$ cat config.mk
export PLATFORM = sky130hd
export DESIGN_NAME = vc12_prot
export DESIGN_NICKNAME = d
export VERILOG_FILES = /design/src/core/vc12_prot_pkg.sv /design/src/core/vc12_prot.sv
export SDC_FILE = /design/constraint.sdc
export NUM_CORES = 1
export LEC_CHECK = 0
export CORE_ASPECT_RATIO = 0.75
export CORE_MARGIN = 10
export CORE_UTILIZATION = 42
export DETAILED_ROUTE_END_ITERATION = 6
export DONT_BUFFER_PORTS = 1
export GPL_TIMING_DRIVEN = 0
export PLACE_DENSITY = 0.62
export REMOVE_ABC_BUFFERS = 1
export SLEW_MARGIN = 15
export SYNTH_ARGS = -nofsm -noshare
export SYNTH_HDL_FRONTEND = slang
export SYNTH_SLANG_ARGS = --single-unit
$ cat constraint.sdc
create_clock -name clk_i -period 3.5 [get_ports clk_i]
set_input_delay 0.35 -clock clk_i [delete_from_list [all_inputs] [get_ports clk_i]]
set_output_delay 0.35 -clock clk_i [all_outputs]
set_load 0.1 [all_outputs]
$ cat src/core/vc12_prot_pkg.sv
// package for the vc-12 1+1 dual-ended trail protection block
// assumes a single 100 mhz clock and a wishbone classic register bus
package vc12_prot_pkg;
  // ---------------------------------------------------------------
  // register map (byte addresses, one 32-bit word each)
  // ---------------------------------------------------------------
  localparam logic [7:0] REG_CTRL    = 8'h00; // mode, report enable
  localparam logic [7:0] REG_WTR     = 8'h04; // wait to restore, seconds
  localparam logic [7:0] REG_HOLD    = 8'h08; // hold-off, 100 ms steps
  localparam logic [7:0] REG_CMD     = 8'h0C; // external command
  localparam logic [7:0] REG_STATUS  = 8'h10; // live state
  localparam logic [7:0] REG_IRQ_ST  = 8'h14; // sticky events (ro)
  localparam logic [7:0] REG_IRQ_EN  = 8'h18; // event enable
  localparam logic [7:0] REG_IRQ_CLR = 8'h1C; // write one to clear (wo)
  localparam logic [7:0] REG_APS_TX  = 8'h20; // protocol nibble to send
  localparam logic [7:0] REG_APS_RX  = 8'h24; // accepted far nibble

  // field positions
  localparam int CTRL_REVERT = 0;
  localparam int CTRL_REPORT = 1;
  localparam int NUM_EVT     = 4;
  localparam int EVT_SWITCH  = 0;
  localparam int EVT_WFAIL   = 1;
  localparam int EVT_PFAIL   = 2;
  localparam int EVT_APS     = 3;

  // reset values and limits
  localparam logic [15:0] WTR_RESET  = 16'h012C; // 300 s
  localparam logic [6:0]  HOLD_RESET = 7'h00;
  localparam logic [6:0]  HOLD_MAX   = 7'h64;    // 100 steps = 10 s
  localparam logic [15:0] WTR_MIN    = 16'h012C; // 5 min
  localparam logic [15:0] WTR_MAX    = 16'h02D0; // 12 min

  // timing
  localparam int CLK_HZ       = 100_000_000;
  localparam int HOLD_STEP_MS = 100;
  localparam int HOLD_STEP_CY = CLK_HZ / 1000 * HOLD_STEP_MS;
  localparam int SEC_CY       = CLK_HZ;
  localparam int APS_PERSIST  = 3;  // repeats after a new nibble's first frame before accepting

  // external command codes
  typedef enum logic [3:0] {
    CMD_CLEAR   = 4'h0,
    CMD_BARRED  = 4'h1,   // lockout of protection / forced to working
    CMD_FORCE_P = 4'h2,
    CMD_FORCE_W = 4'h3,
    CMD_MAN_P   = 4'h4,
    CMD_MAN_W   = 4'h5,
    CMD_DRILL_W = 4'h6,
    CMD_DRILL_P = 4'h7
  } ext_cmd_t;

  // one path of a vc-12 signal
  typedef struct packed {
    logic [7:0] data;
    logic       clk;
    logic       frame;
  } path_sig_t;

  // fail / degrade flags of one path
  typedef struct packed {
    logic fail;
    logic degrade;
  } path_flags_t;
endpackage : vc12_prot_pkg

$ cat src/core/vc12_prot.sv
// vc-12 1+1 dual-ended trail protection: connection, termination and
// adaptation functions with a wishbone classic register slave.
// assumes path signals arrive with their own clock/frame as pins that
// are sampled by clk_i; the overhead byte appears once per frame start.
`timescale 1ns/10ps

// What this block does
// - sink side forwards working or protection, chosen by flags and commands
// - source side bridges the normal input onto the working output
// - timer changes never disturb traffic while idle; a change to revertive mode reverts an idle protection selection at once
// - 1+1 bidirectional, ends agree through a channel on protection path
// - wait-to-restore settable about five to twelve minutes
// - hold-off zero to ten seconds in 100 ms steps
// - switch conditions come from upstream fail and degrade flags
// - revertive mode accepts lockout, force to protection, manual to protection, clear
// - non-revertive accepts lockout, force, manual, drill either path, clear
// - protection termination source passes data, clock, frame unchanged
// - termination sink reports the protected trail state
// - termination sink fail action follows incoming server fail
// - adaptation source merges protocol channel and data into one stream
// - protocol channel inserted into overhead only on protection path
// - adaptation sink recovers data with clock and frame start
// - protocol channel extracted and persistence checked on protection
module vc12_prot
  import vc12_prot_pkg::*;
(
  // clock and reset
  input  wire logic        clk_i,
  input  wire logic        rst_i,
  // wishbone classic slave
  input  wire logic        cyc_i,
  input  wire logic        stb_i,
  input  wire logic        we_i,
  input  wire logic [7:0]  adr_i,
  input  wire logic [3:0]  sel_i,
  input  wire logic [31:0] dat_i,
  output logic      [31:0] dat_o,
  output logic             ack_o,
  output logic             irq_o,
  // normal point input (source) and output (sink)
  input  wire path_sig_t   norm_in_i,
  output path_sig_t        norm_out_o,
  output logic             norm_fail_o,
  // working path: access point in/out plus upstream flags
  input  wire path_sig_t   work_in_i,
  input  wire path_flags_t work_flags_i,
  output path_sig_t        work_out_o,
  // protection path: access point in/out plus upstream flags
  input  wire path_sig_t   prot_in_i,
  input  wire path_flags_t prot_flags_i,
  output path_sig_t        prot_out_o,
  // protected trail report toward the vc-12 layer
  output logic             trail_fail_action_o,
  output logic             server_fail_report_o
);
  localparam int HS_W = $clog2(HOLD_STEP_CY + 1);
  localparam int SC_W = $clog2(SEC_CY + 1);

  // ---------------------------------------------------------------
  // pin synchronisers (two flops on every path and flag input)
  // ---------------------------------------------------------------
  path_sig_t   norm_m, norm_s, work_m, work_s, prot_m, prot_s;
  path_flags_t wf_m, wf_s, pf_m, pf_s;
  always_ff @(posedge clk_i) begin
    norm_m <= norm_in_i;
    norm_s <= norm_m;
    work_m <= work_in_i;
    work_s <= work_m;
    prot_m <= prot_in_i;
    prot_s <= prot_m;
    wf_m   <= work_flags_i;
    wf_s   <= wf_m;
    pf_m   <= prot_flags_i;
    pf_s   <= pf_m;
  end

  // ---------------------------------------------------------------
  // register file
  // ---------------------------------------------------------------
  logic                revert_mode_select;
  logic                server_fail_report_enable;
  logic [15:0]         wait_restore_delay;
  logic [6:0]          holdoff_delay;
  ext_cmd_t            external_command;
  logic                cmd_pulse;
  logic [3:0]          aps_tx;
  logic [3:0]          aps_rx;
  logic [NUM_EVT-1:0]  evt_sticky, evt_en, evt_pulse, clr_bits;
  logic                sel_prot;
  logic                wtr_run;
  logic                bus_req;
  logic                wr_hit;

  assign bus_req = cyc_i && stb_i && !ack_o;
  assign wr_hit  = bus_req && we_i && sel_i[0];
  assign clr_bits = (wr_hit && adr_i == REG_IRQ_CLR)
                    ? dat_i[NUM_EVT-1:0] : '0;

  // one-cycle ack; config writes set mode, timers and enables, and a REG_CMD write can move the selector
  always_ff @(posedge clk_i) begin
    if (rst_i) begin
      ack_o                     <= 1'b0;
      dat_o                     <= 32'h0000_0000;
      revert_mode_select        <= 1'b1;
      server_fail_report_enable <= 1'b0;
      wait_restore_delay        <= WTR_RESET;
      holdoff_delay             <= HOLD_RESET;
      external_command          <= CMD_CLEAR;
      cmd_pulse                 <= 1'b0;
      aps_tx                    <= 4'h0;
      evt_en                    <= '0;
    end else begin
      ack_o     <= bus_req;
      cmd_pulse <= 1'b0;
      if (wr_hit) begin
        case (adr_i)
          REG_CTRL: begin
            revert_mode_select        <= dat_i[CTRL_REVERT];
            server_fail_report_enable <= dat_i[CTRL_REPORT];
          end
          REG_WTR: begin // clamp into the allowed window
            if (dat_i[15:0] < WTR_MIN)
              wait_restore_delay <= WTR_MIN;
            else if (dat_i[15:0] > WTR_MAX)
              wait_restore_delay <= WTR_MAX;
            else
              wait_restore_delay <= dat_i[15:0];
          end
          REG_HOLD: holdoff_delay <= (dat_i[6:0] > HOLD_MAX)
                                     ? HOLD_MAX : dat_i[6:0];
          REG_CMD: begin
            external_command <= ext_cmd_t'(dat_i[3:0]);
            cmd_pulse        <= 1'b1;
          end
          REG_APS_TX: aps_tx <= dat_i[3:0];
          REG_IRQ_EN: evt_en <= dat_i[NUM_EVT-1:0];
          default: ;
        endcase
      end
      case (adr_i)
        REG_CTRL:   dat_o <= {30'h0, server_fail_report_enable,
                              revert_mode_select};
        REG_WTR:    dat_o <= {16'h0000, wait_restore_delay};
        REG_HOLD:   dat_o <= {25'h0, holdoff_delay};
        REG_CMD:    dat_o <= {28'h000_0000, external_command};
        REG_STATUS: dat_o <= {26'h0, wtr_run, pf_s.fail, wf_s.degrade,
                              wf_s.fail, sel_prot, 1'b0};
        REG_IRQ_ST: dat_o <= {28'h000_0000, evt_sticky};
        REG_IRQ_EN: dat_o <= {28'h000_0000, evt_en};
        REG_APS_TX: dat_o <= {28'h000_0000, aps_tx};
        REG_APS_RX: dat_o <= {28'h000_0000, aps_rx};
        default:    dat_o <= 32'h0000_0000;
      endcase
    end
  end

  // ---------------------------------------------------------------
  // timebase: 100 ms step and 1 s tick enables
  // ---------------------------------------------------------------
  logic [HS_W-1:0] step_cnt;
  logic [SC_W-1:0] sec_cnt;
  logic            step_tick, sec_tick;
  always_ff @(posedge clk_i) begin
    if (rst_i) begin
      step_cnt  <= '0;
      sec_cnt   <= '0;
      step_tick <= 1'b0;
      sec_tick  <= 1'b0;
    end else begin
      step_tick <= (step_cnt == HS_W'(HOLD_STEP_CY - 1));
      sec_tick  <= (sec_cnt == SC_W'(SEC_CY - 1));
      step_cnt  <= (step_cnt == HS_W'(HOLD_STEP_CY - 1))
                   ? '0 : step_cnt + 1'b1;
      sec_cnt   <= (sec_cnt == SC_W'(SEC_CY - 1))
                   ? '0 : sec_cnt + 1'b1;
    end
  end

  // ---------------------------------------------------------------
  // hold-off: a condition acts only after it persists the set time
  // ---------------------------------------------------------------
  logic [6:0] ho_w, ho_p;
  logic       w_cond, p_cond, w_act, p_act;
  assign w_cond = wf_s.fail || wf_s.degrade;
  assign p_cond = pf_s.fail || pf_s.degrade;
  always_ff @(posedge clk_i) begin
    if (rst_i) begin
      ho_w  <= 7'h00;
      ho_p  <= 7'h00;
      w_act <= 1'b0;
      p_act <= 1'b0;
    end else begin
      // zero hold-off acts at once; clearing is never held off
      if (!w_cond) begin
        ho_w  <= 7'h00;
        w_act <= 1'b0;
      end else if (ho_w >= holdoff_delay) begin
        w_act <= 1'b1;
      end else if (step_tick) begin
        ho_w <= ho_w + 7'h01;
      end
      if (!p_cond) begin
        ho_p  <= 7'h00;
        p_act <= 1'b0;
      end else if (ho_p >= holdoff_delay) begin
        p_act <= 1'b1;
      end else if (step_tick) begin
        ho_p <= ho_p + 7'h01;
      end
    end
  end

  // ---------------------------------------------------------------
  // command filter and selector decision
  // ---------------------------------------------------------------
  ext_cmd_t held_cmd;
  logic     cmd_ok;
  // revertive mode accepts only a subset of commands
  always_comb begin
    if (revert_mode_select)
      cmd_ok = (external_command == CMD_CLEAR)   ||
               (external_command == CMD_BARRED)  ||
               (external_command == CMD_FORCE_P) ||
               (external_command == CMD_MAN_P);
    else
      cmd_ok = 1'b1;
  end

  always_ff @(posedge clk_i) begin
    if (rst_i)
      held_cmd <= CMD_CLEAR;
    else if (cmd_pulse && cmd_ok)
      held_cmd <= external_command;
  end

  // wait-to-restore counter in seconds
  logic [15:0] wtr_cnt;
  logic        w_act_d;
  always_ff @(posedge clk_i) begin
    if (rst_i) begin
      wtr_run <= 1'b0;
      wtr_cnt <= 16'h0000;
      w_act_d <= 1'b0;
    end else begin
      w_act_d <= w_act;
      if (!revert_mode_select || w_act) begin
        wtr_run <= 1'b0;
        wtr_cnt <= 16'h0000;
      end else if (w_act_d && sel_prot) begin
        wtr_run <= 1'b1; // restart after each working failure
        wtr_cnt <= 16'h0000;
      end else if (wtr_run && sec_tick) begin
        if (wtr_cnt + 16'h0001 >= wait_restore_delay)
          wtr_run <= 1'b0;
        wtr_cnt <= wtr_cnt + 16'h0001;
      end
    end
  end

  // priority: lockout > forced > signal fail > manual > far-end request > wtr
  logic next_sel;
  logic far_prot;
  always_comb begin
    next_sel = sel_prot;
    case (held_cmd)
      CMD_BARRED:  next_sel = 1'b0;
      CMD_FORCE_P: next_sel = 1'b1;
      CMD_FORCE_W: next_sel = 1'b0;
      default: begin
        if (w_act && !p_act)
          next_sel = 1'b1;
        else if (p_act && !w_act)
          next_sel = 1'b0;
        else if (held_cmd == CMD_MAN_P)
          next_sel = 1'b1;
        else if (held_cmd == CMD_MAN_W)
          next_sel = 1'b0;
        else if (far_prot != sel_prot)
          next_sel = far_prot; // follow the far-end request
        else if (revert_mode_select && sel_prot && !wtr_run && !w_act
                 && !w_act_d)
          next_sel = 1'b0;
      end
    endcase
  end

  // selector updates in one cycle, well inside 50 ms
  always_ff @(posedge clk_i) begin
    if (rst_i)
      sel_prot <= 1'b0;
    else
      sel_prot <= next_sel;
  end

  // ---------------------------------------------------------------
  // protocol channel on the protection path overhead byte
  // ---------------------------------------------------------------
  logic [3:0] aps_cand;
  logic [1:0] aps_same;
  logic       prot_frame_d;
  assign far_prot = aps_rx[0];
  // frame-start edge found by sampling the synchronised frame pin
  always_ff @(posedge clk_i) begin
    if (rst_i) begin
      prot_frame_d <= 1'b0;
      aps_cand     <= 4'h0;
      aps_same     <= 2'b00;
      aps_rx       <= 4'h0;
    end else begin
      prot_frame_d <= prot_s.frame;
      if (prot_s.frame && !prot_frame_d) begin
        if (prot_s.data[7:4] == aps_cand) begin
          if (aps_same == 2'(APS_PERSIST - 1))
            aps_rx <= aps_cand;
          else
            aps_same <= aps_same + 2'b01;
        end else begin
          aps_cand <= prot_s.data[7:4];
          aps_same <= 2'b00;
        end
      end
    end
  end

  // ---------------------------------------------------------------
  // data paths and trail report
  // ---------------------------------------------------------------
  always_ff @(posedge clk_i) begin
    if (rst_i) begin
      norm_out_o           <= '0;
      norm_fail_o          <= 1'b0;
      work_out_o           <= '0;
      prot_out_o           <= '0;
      trail_fail_action_o  <= 1'b0;
      server_fail_report_o <= 1'b0;
    end else begin
      norm_out_o  <= sel_prot ? prot_s : work_s;
      norm_fail_o <= sel_prot ? pf_s.fail : wf_s.fail;
      work_out_o  <= norm_s;
      prot_out_o  <= norm_s;
      if (norm_s.frame) // tx nibble bits 3:1 with own selector bit as bit 0
        prot_out_o.data[7:4] <= {aps_tx[3:1], sel_prot};
      // protected trail fails only when the selected trail fails
      trail_fail_action_o  <= sel_prot ? pf_s.fail : wf_s.fail;
      server_fail_report_o <= (sel_prot ? pf_s.fail : wf_s.fail)
                              && server_fail_report_enable;
    end
  end

  // ---------------------------------------------------------------
  // interrupts: sticky events, set beats clear
  // ---------------------------------------------------------------
  logic sel_d, pf_d;
  logic [3:0] aps_rx_d;
  always_ff @(posedge clk_i) begin
    if (rst_i) begin
      sel_d      <= 1'b0;
      pf_d       <= 1'b0;
      aps_rx_d   <= 4'h0;
      evt_sticky <= '0;
      irq_o      <= 1'b0;
    end else begin
      sel_d      <= sel_prot;
      pf_d       <= p_act;
      aps_rx_d   <= aps_rx;
      evt_sticky <= (evt_sticky & ~clr_bits) | evt_pulse;
      irq_o      <= |(evt_sticky & evt_en);
    end
  end
  always_comb begin
    evt_pulse             = '0;
    evt_pulse[EVT_SWITCH] = sel_d != sel_prot;
    evt_pulse[EVT_WFAIL]  = w_act && !w_act_d;
    evt_pulse[EVT_PFAIL]  = p_act && !pf_d;
    evt_pulse[EVT_APS]    = aps_rx != aps_rx_d;
  end

  // ---------------------------------------------------------------
  // checks
  // ---------------------------------------------------------------
  chk_fail_selects_prot: assert property (@(posedge clk_i) disable iff
    (rst_i) (w_act && !p_act && held_cmd == CMD_CLEAR) |=> sel_prot)
    else $error("working fail did not select protection");
  chk_lockout_holds_w: assert property (@(posedge clk_i) disable iff
    (rst_i) held_cmd == CMD_BARRED |=> !sel_prot)
    else $error("lockout left protection selected");
  chk_bridge_work: assert property (@(posedge clk_i) disable iff
    (rst_i) 1'b1 |=> work_out_o == $past(norm_s))
    else $error("working output not bridged from normal");
  chk_prot_pass_clk: assert property (@(posedge clk_i) disable iff
    (rst_i) 1'b1 |=> prot_out_o.clk == $past(norm_s.clk))
    else $error("protection clock not passed through");
  chk_report_gate: assert property (@(posedge clk_i) disable iff
    (rst_i) !server_fail_report_enable |=> !server_fail_report_o)
    else $error("fail reported while disabled");
  chk_tsf_follow: assert property (@(posedge clk_i) disable iff
    (rst_i) (!sel_prot && wf_s.fail) |=> trail_fail_action_o)
    else $error("trail fail action missed server fail");
  chk_nonrev_no_wtr: assert property (@(posedge clk_i) disable iff
    (rst_i) !revert_mode_select |=> !wtr_run)
    else $error("wait-to-restore ran in non-revertive mode");
  chk_hold_bound: assert property (@(posedge clk_i) disable iff
    (rst_i) holdoff_delay <= HOLD_MAX)
    else $error("hold-off exceeds ten seconds");
  chk_rev_cmd_filter: assert property (@(posedge clk_i) disable iff
    (rst_i) (cmd_pulse && revert_mode_select
    && external_command inside {CMD_FORCE_W, CMD_MAN_W, CMD_DRILL_W,
    CMD_DRILL_P}) |=> held_cmd == $past(held_cmd))
    else $error("revertive mode accepted a working-side command");
  chk_sel_to_norm: assert property (@(posedge clk_i) disable iff
    (rst_i) sel_prot |=> norm_out_o == $past(prot_s))
    else $error("normal output not from protection");
endmodule : vc12_prot

==> summary.txt <==
Status
  • Outcome: completed

Timing
  • RSZ-0062 raised after global routing: false
  • Minimum clock period: between 3000 and 4000 ps
  • Final Cycle Share: 87.1%
  • WHS: just over 40 ps
  • Tightest Pin Transition: ~1100 ps
  • Clock Skew: 22.9 ps
  • Worst rel slew slack: 28.0%
  • Final Hold Viols: 0
  • Count of final max-slew check failures: 0
  • Highest clock rate: between 300 and 400 MHz
  • Final-report setup violation count: 0
  • Setup TNS: 0 ps

GRT
  • Met2 Use GR: 21.8%
  • Number of global-route vias before repair: 7110
  • Met3 Usage GRT: about 5.0%
  • GR Overflow Total: 0
  • Global routing's busiest layer: met2
  • Gr usage total: 15.1%
  • First-pass GRT wire length: 39100 µm
  • Initial antenna violation count: 2
  • Largest net degree at the start of global routing: 107
  • Met1 Usage GRT: between 20% and 30%

Power and ir drop
  • Switching Share: 24.2%
  • Power Total: 6560 µW
  • Comb pwr share: roughly 4.0%
  • Clock group share of total power: 45.9%
  • Psw: between 1500 and 2000 µW
  • Pleak: about 0.0045 µW
  • Power per Cell Area: 543 nW/µm²
  • Sequential share of power: roughly half
  • Pint: 4970 µW
  • Worst vdd ir: 442 µV

CTS
  • CTS tree: done
  • Clock latency on the worst-skew pair: ~560 ps
  • H-tree levels: 1
  • Clock slew at reported path FFs: about 60 ps
  • Number of buffers created by CTS: 26
  • Clock Path Buffers: 3
  • Post-CTS Setup Bufs: 0
  • Clock tree root buffer cell: clkbuf_16
  • Clk sink count: approximately 260

Floorplan
  • Die height: 157 µm
  • Core Area: 24800 µm²
  • Die footprint: 31900 µm²
  • Initial core utilization: 42.5%
  • DIE WIDTH: slightly above 200 µm
  • Site Rows: 50
  • Num ports: 150

Layout
  • Final #Nets: 1266
  • Final Util: roughly half
  • Post-route cell area: 12100 µm²
  • Fraction of layout cells with a size suffix above 1: 6.44%
  • Area Overhead vs Synth: 14.6%
  • Fillers: 2334

Hold path
  • WHS Path Cells: 2
  • Worst Hold Class: in -> reg

Placed design
  • DP Area: around 11000 µm²
  • Routability Congestion: 0.855
  • # port buffers: 0
  • Detail Placement HPWL: 16500 µm

Route
  • DRT Pass-1 Iters: 5
  • Drt total wl: ~24000 µm
  • Detail Route Antenna Nets: 0
  • Initial drt markers: 540
  • Residual DRC: 0
  • Via density: 5.14
  • Per-cell routed wire length: 16.3 µm
  • Via count: 7736

Synth
  • Xor/xnor cell area share of the yosys netlist: 6.89%
  • Warnings, synthesis: 0
  • Commonest cells in the netlist: dfxtp_1 (263), nor2_1 (153), nand2_1 (87), a21oi_1 (54), xor2_1 (48)
  • Adder-cell share of the synthesized area: between 4 and 5%
  • Ranking of synthesized cells by area: dfxtp_1 (50%), nor2_1 (5.4%), ha_1 (4.4%)
  • Cell with the most instances after synthesis: dfxtp_1
  • Yosys reg bits: between 200 and 300
  • Synthesized instance count: between 1000 and 1500
  • Avg Cell Area, Syn: 9.37 µm²
  • Most used DFF post-synth: dfxtp_1
  • EDFF count, synth: 0
  • Area leader, netlist: dfxtp_1
  • Synth top area share: between 40% and 50%
  • Compound-Gate Fraction of Synth Area: 8.40%
  • Ys async rst share: 0%
  • Largest family of logic cells by synthesized area: simple AND/OR/NAND/NOR gates
  • Post-synthesis mux area share: 4.21%
  • Seq/Total Area, Yosys: around 50%
  • Syn Std Cell Area: 10500 µm²
  • Simple-Gate Fraction of Synth Area: between 20% and 30%
  • Synth cell types: 65

Setup path
  • Arr. time, crit path: 3540 ps
  • Critical Path Source Type: flop
  • CP peak stage delay: 630 ps
  • CP bufs+invs: 0
  • Worst path depth: 10
  • FF-to-FF path depth: 10
  • Worst-path cell chain: ha_1 -> nand3_1 -> or4_1 -> nor2_1 -> xor2_1 -> ha_1 -> nand4_1 -> nor4_1 -> a2111oi_0 -> o21a_1
  • Delay-heaviest family, CP: simple AND/OR/NAND/NOR gates
  • Crit path kind: reg -> reg
  • Top cell by count, worst path: ha_1
  • Worst path slowest cell: or4_1
  • Critical Path RT: roughly 4000 ps
  • Endpoint class of the critical path: flop
  • Critical path peak fanout: 6

Run
  • Max-cap violations: 0
## worst reg2reg max path, cell delays in order (launching register included)
cell and delay, ps:
dfxtp_1 420, ha_1 230, nand3_1 230, or4_1 630, nor2_1 150, xor2_1 190, ha_1 250, nand4_1 180
nor4_1 90, a2111oi_0 460, o21a_1 180
## what timing repair did
action / 4_1_cts / 5_1_grt
resized for setup: 0 / 0
hold buffers: 45 / 0
hold endpoints to repair: 140 / 0
## state kept, by name, summed over array words and instances, names as in the netlist, 6 cells and up
register / count
wait_restore_delay: 16
wtr_cnt: 16
norm_s: 10
sec_cnt: 27
norm_out_o: 10
prot_s: 10
ho_w: 7
holdoff_delay: 7
norm_m: 10
work_out_o: 8
prot_m: 10
dat_o: 16
prot_out_o: 6
ho_p: 7
work_s: 10
work_m: 10
step_cnt: 24
## logic make-up (layout without fill, tap and decap cells)
| kind of cell | Yosys count | in the layout |
|---|---|---|
| AOI/OAI and AO/OA | 143 | 143 |
| xor gates and xnor gates | 83 | 83 |
| adders and majority gates | 38 | 38 |
| buffers and inverters | 109 | 133 |
| DFF | 263 | 263 |
| muxes | 43 | 43 |
| other | 1 | 17 |
| and+or+nand+nor | 446 | 446 |
## cells in the final DEF (no fill, tap or decap), types with 22 or more instances in the layout
cell type	count
xor2_1	48
xnor2_1	35
dlygate4sd3_1	44
ha_1	37
clkbuf_16	26
dfxtp_1	256
nor3_1	22
mux2i_1	41
nor2b_1	23
nand2_1	87
nand3_1	37
inv_1	41
nor2_1	153
nand4_1	32
o21ai_0	28
a21oi_1	54
## layout make-up
cell class	count	area [µm²]	share of cell area [%]
Clock inverter	13	201	1.67
Sequential cell	263	5270	43.6
Timing Repair Buffer	45	468	3.87
Clock buffer	34	751	6.21
Inverter	41	154	1.27
Antenna cell	1	2.50	0.0207
Tap cell	338	423	3.50
Multi-Input combinational cell	769	4810	39.8
## per-stage QoR
stage	cells	worst slack, ps
6_report	1504	451
5_1_grt	1504	109
4_1_cts	1503	427
3_5_place_dp	1411	461
3_3_place_gp	1411	522
2_1_floorplan	1073	866
## power groups by stage
| stage | Combinational [µW] | Clock (µW) | Sequential (µW) |
|---|---|---|---|
| finish | 265 | 3020 | 3280 |
| global route | 288 | 3240 | 3290 |
| CTS | 264 | 3100 | 3280 |
| detailed placement | 193 | 0 | 3350 |
| global placement | 192 | 0 | 3350 |
| floorplan | 170 | 0 | 3330 |
## final timing paths
check / from / endpoint / slack (ps)
setup reg to reg: wtr_cnt[0] / wtr_run / 450
hold / removal: adr_i[3] / dat_o[1] / 40
setup / recovery: wtr_cnt[0] / wtr_run / 450
hold reg to reg: prot_m[7] / prot_s[7] / 320
## routing by layer
metal	vias up	wire [µm]
met3	28	2240
met2	245	10200
li1	3867	-
met1	3596	11700
met5	-	0
met4	0	373
(Power assumes the default switching activity.)
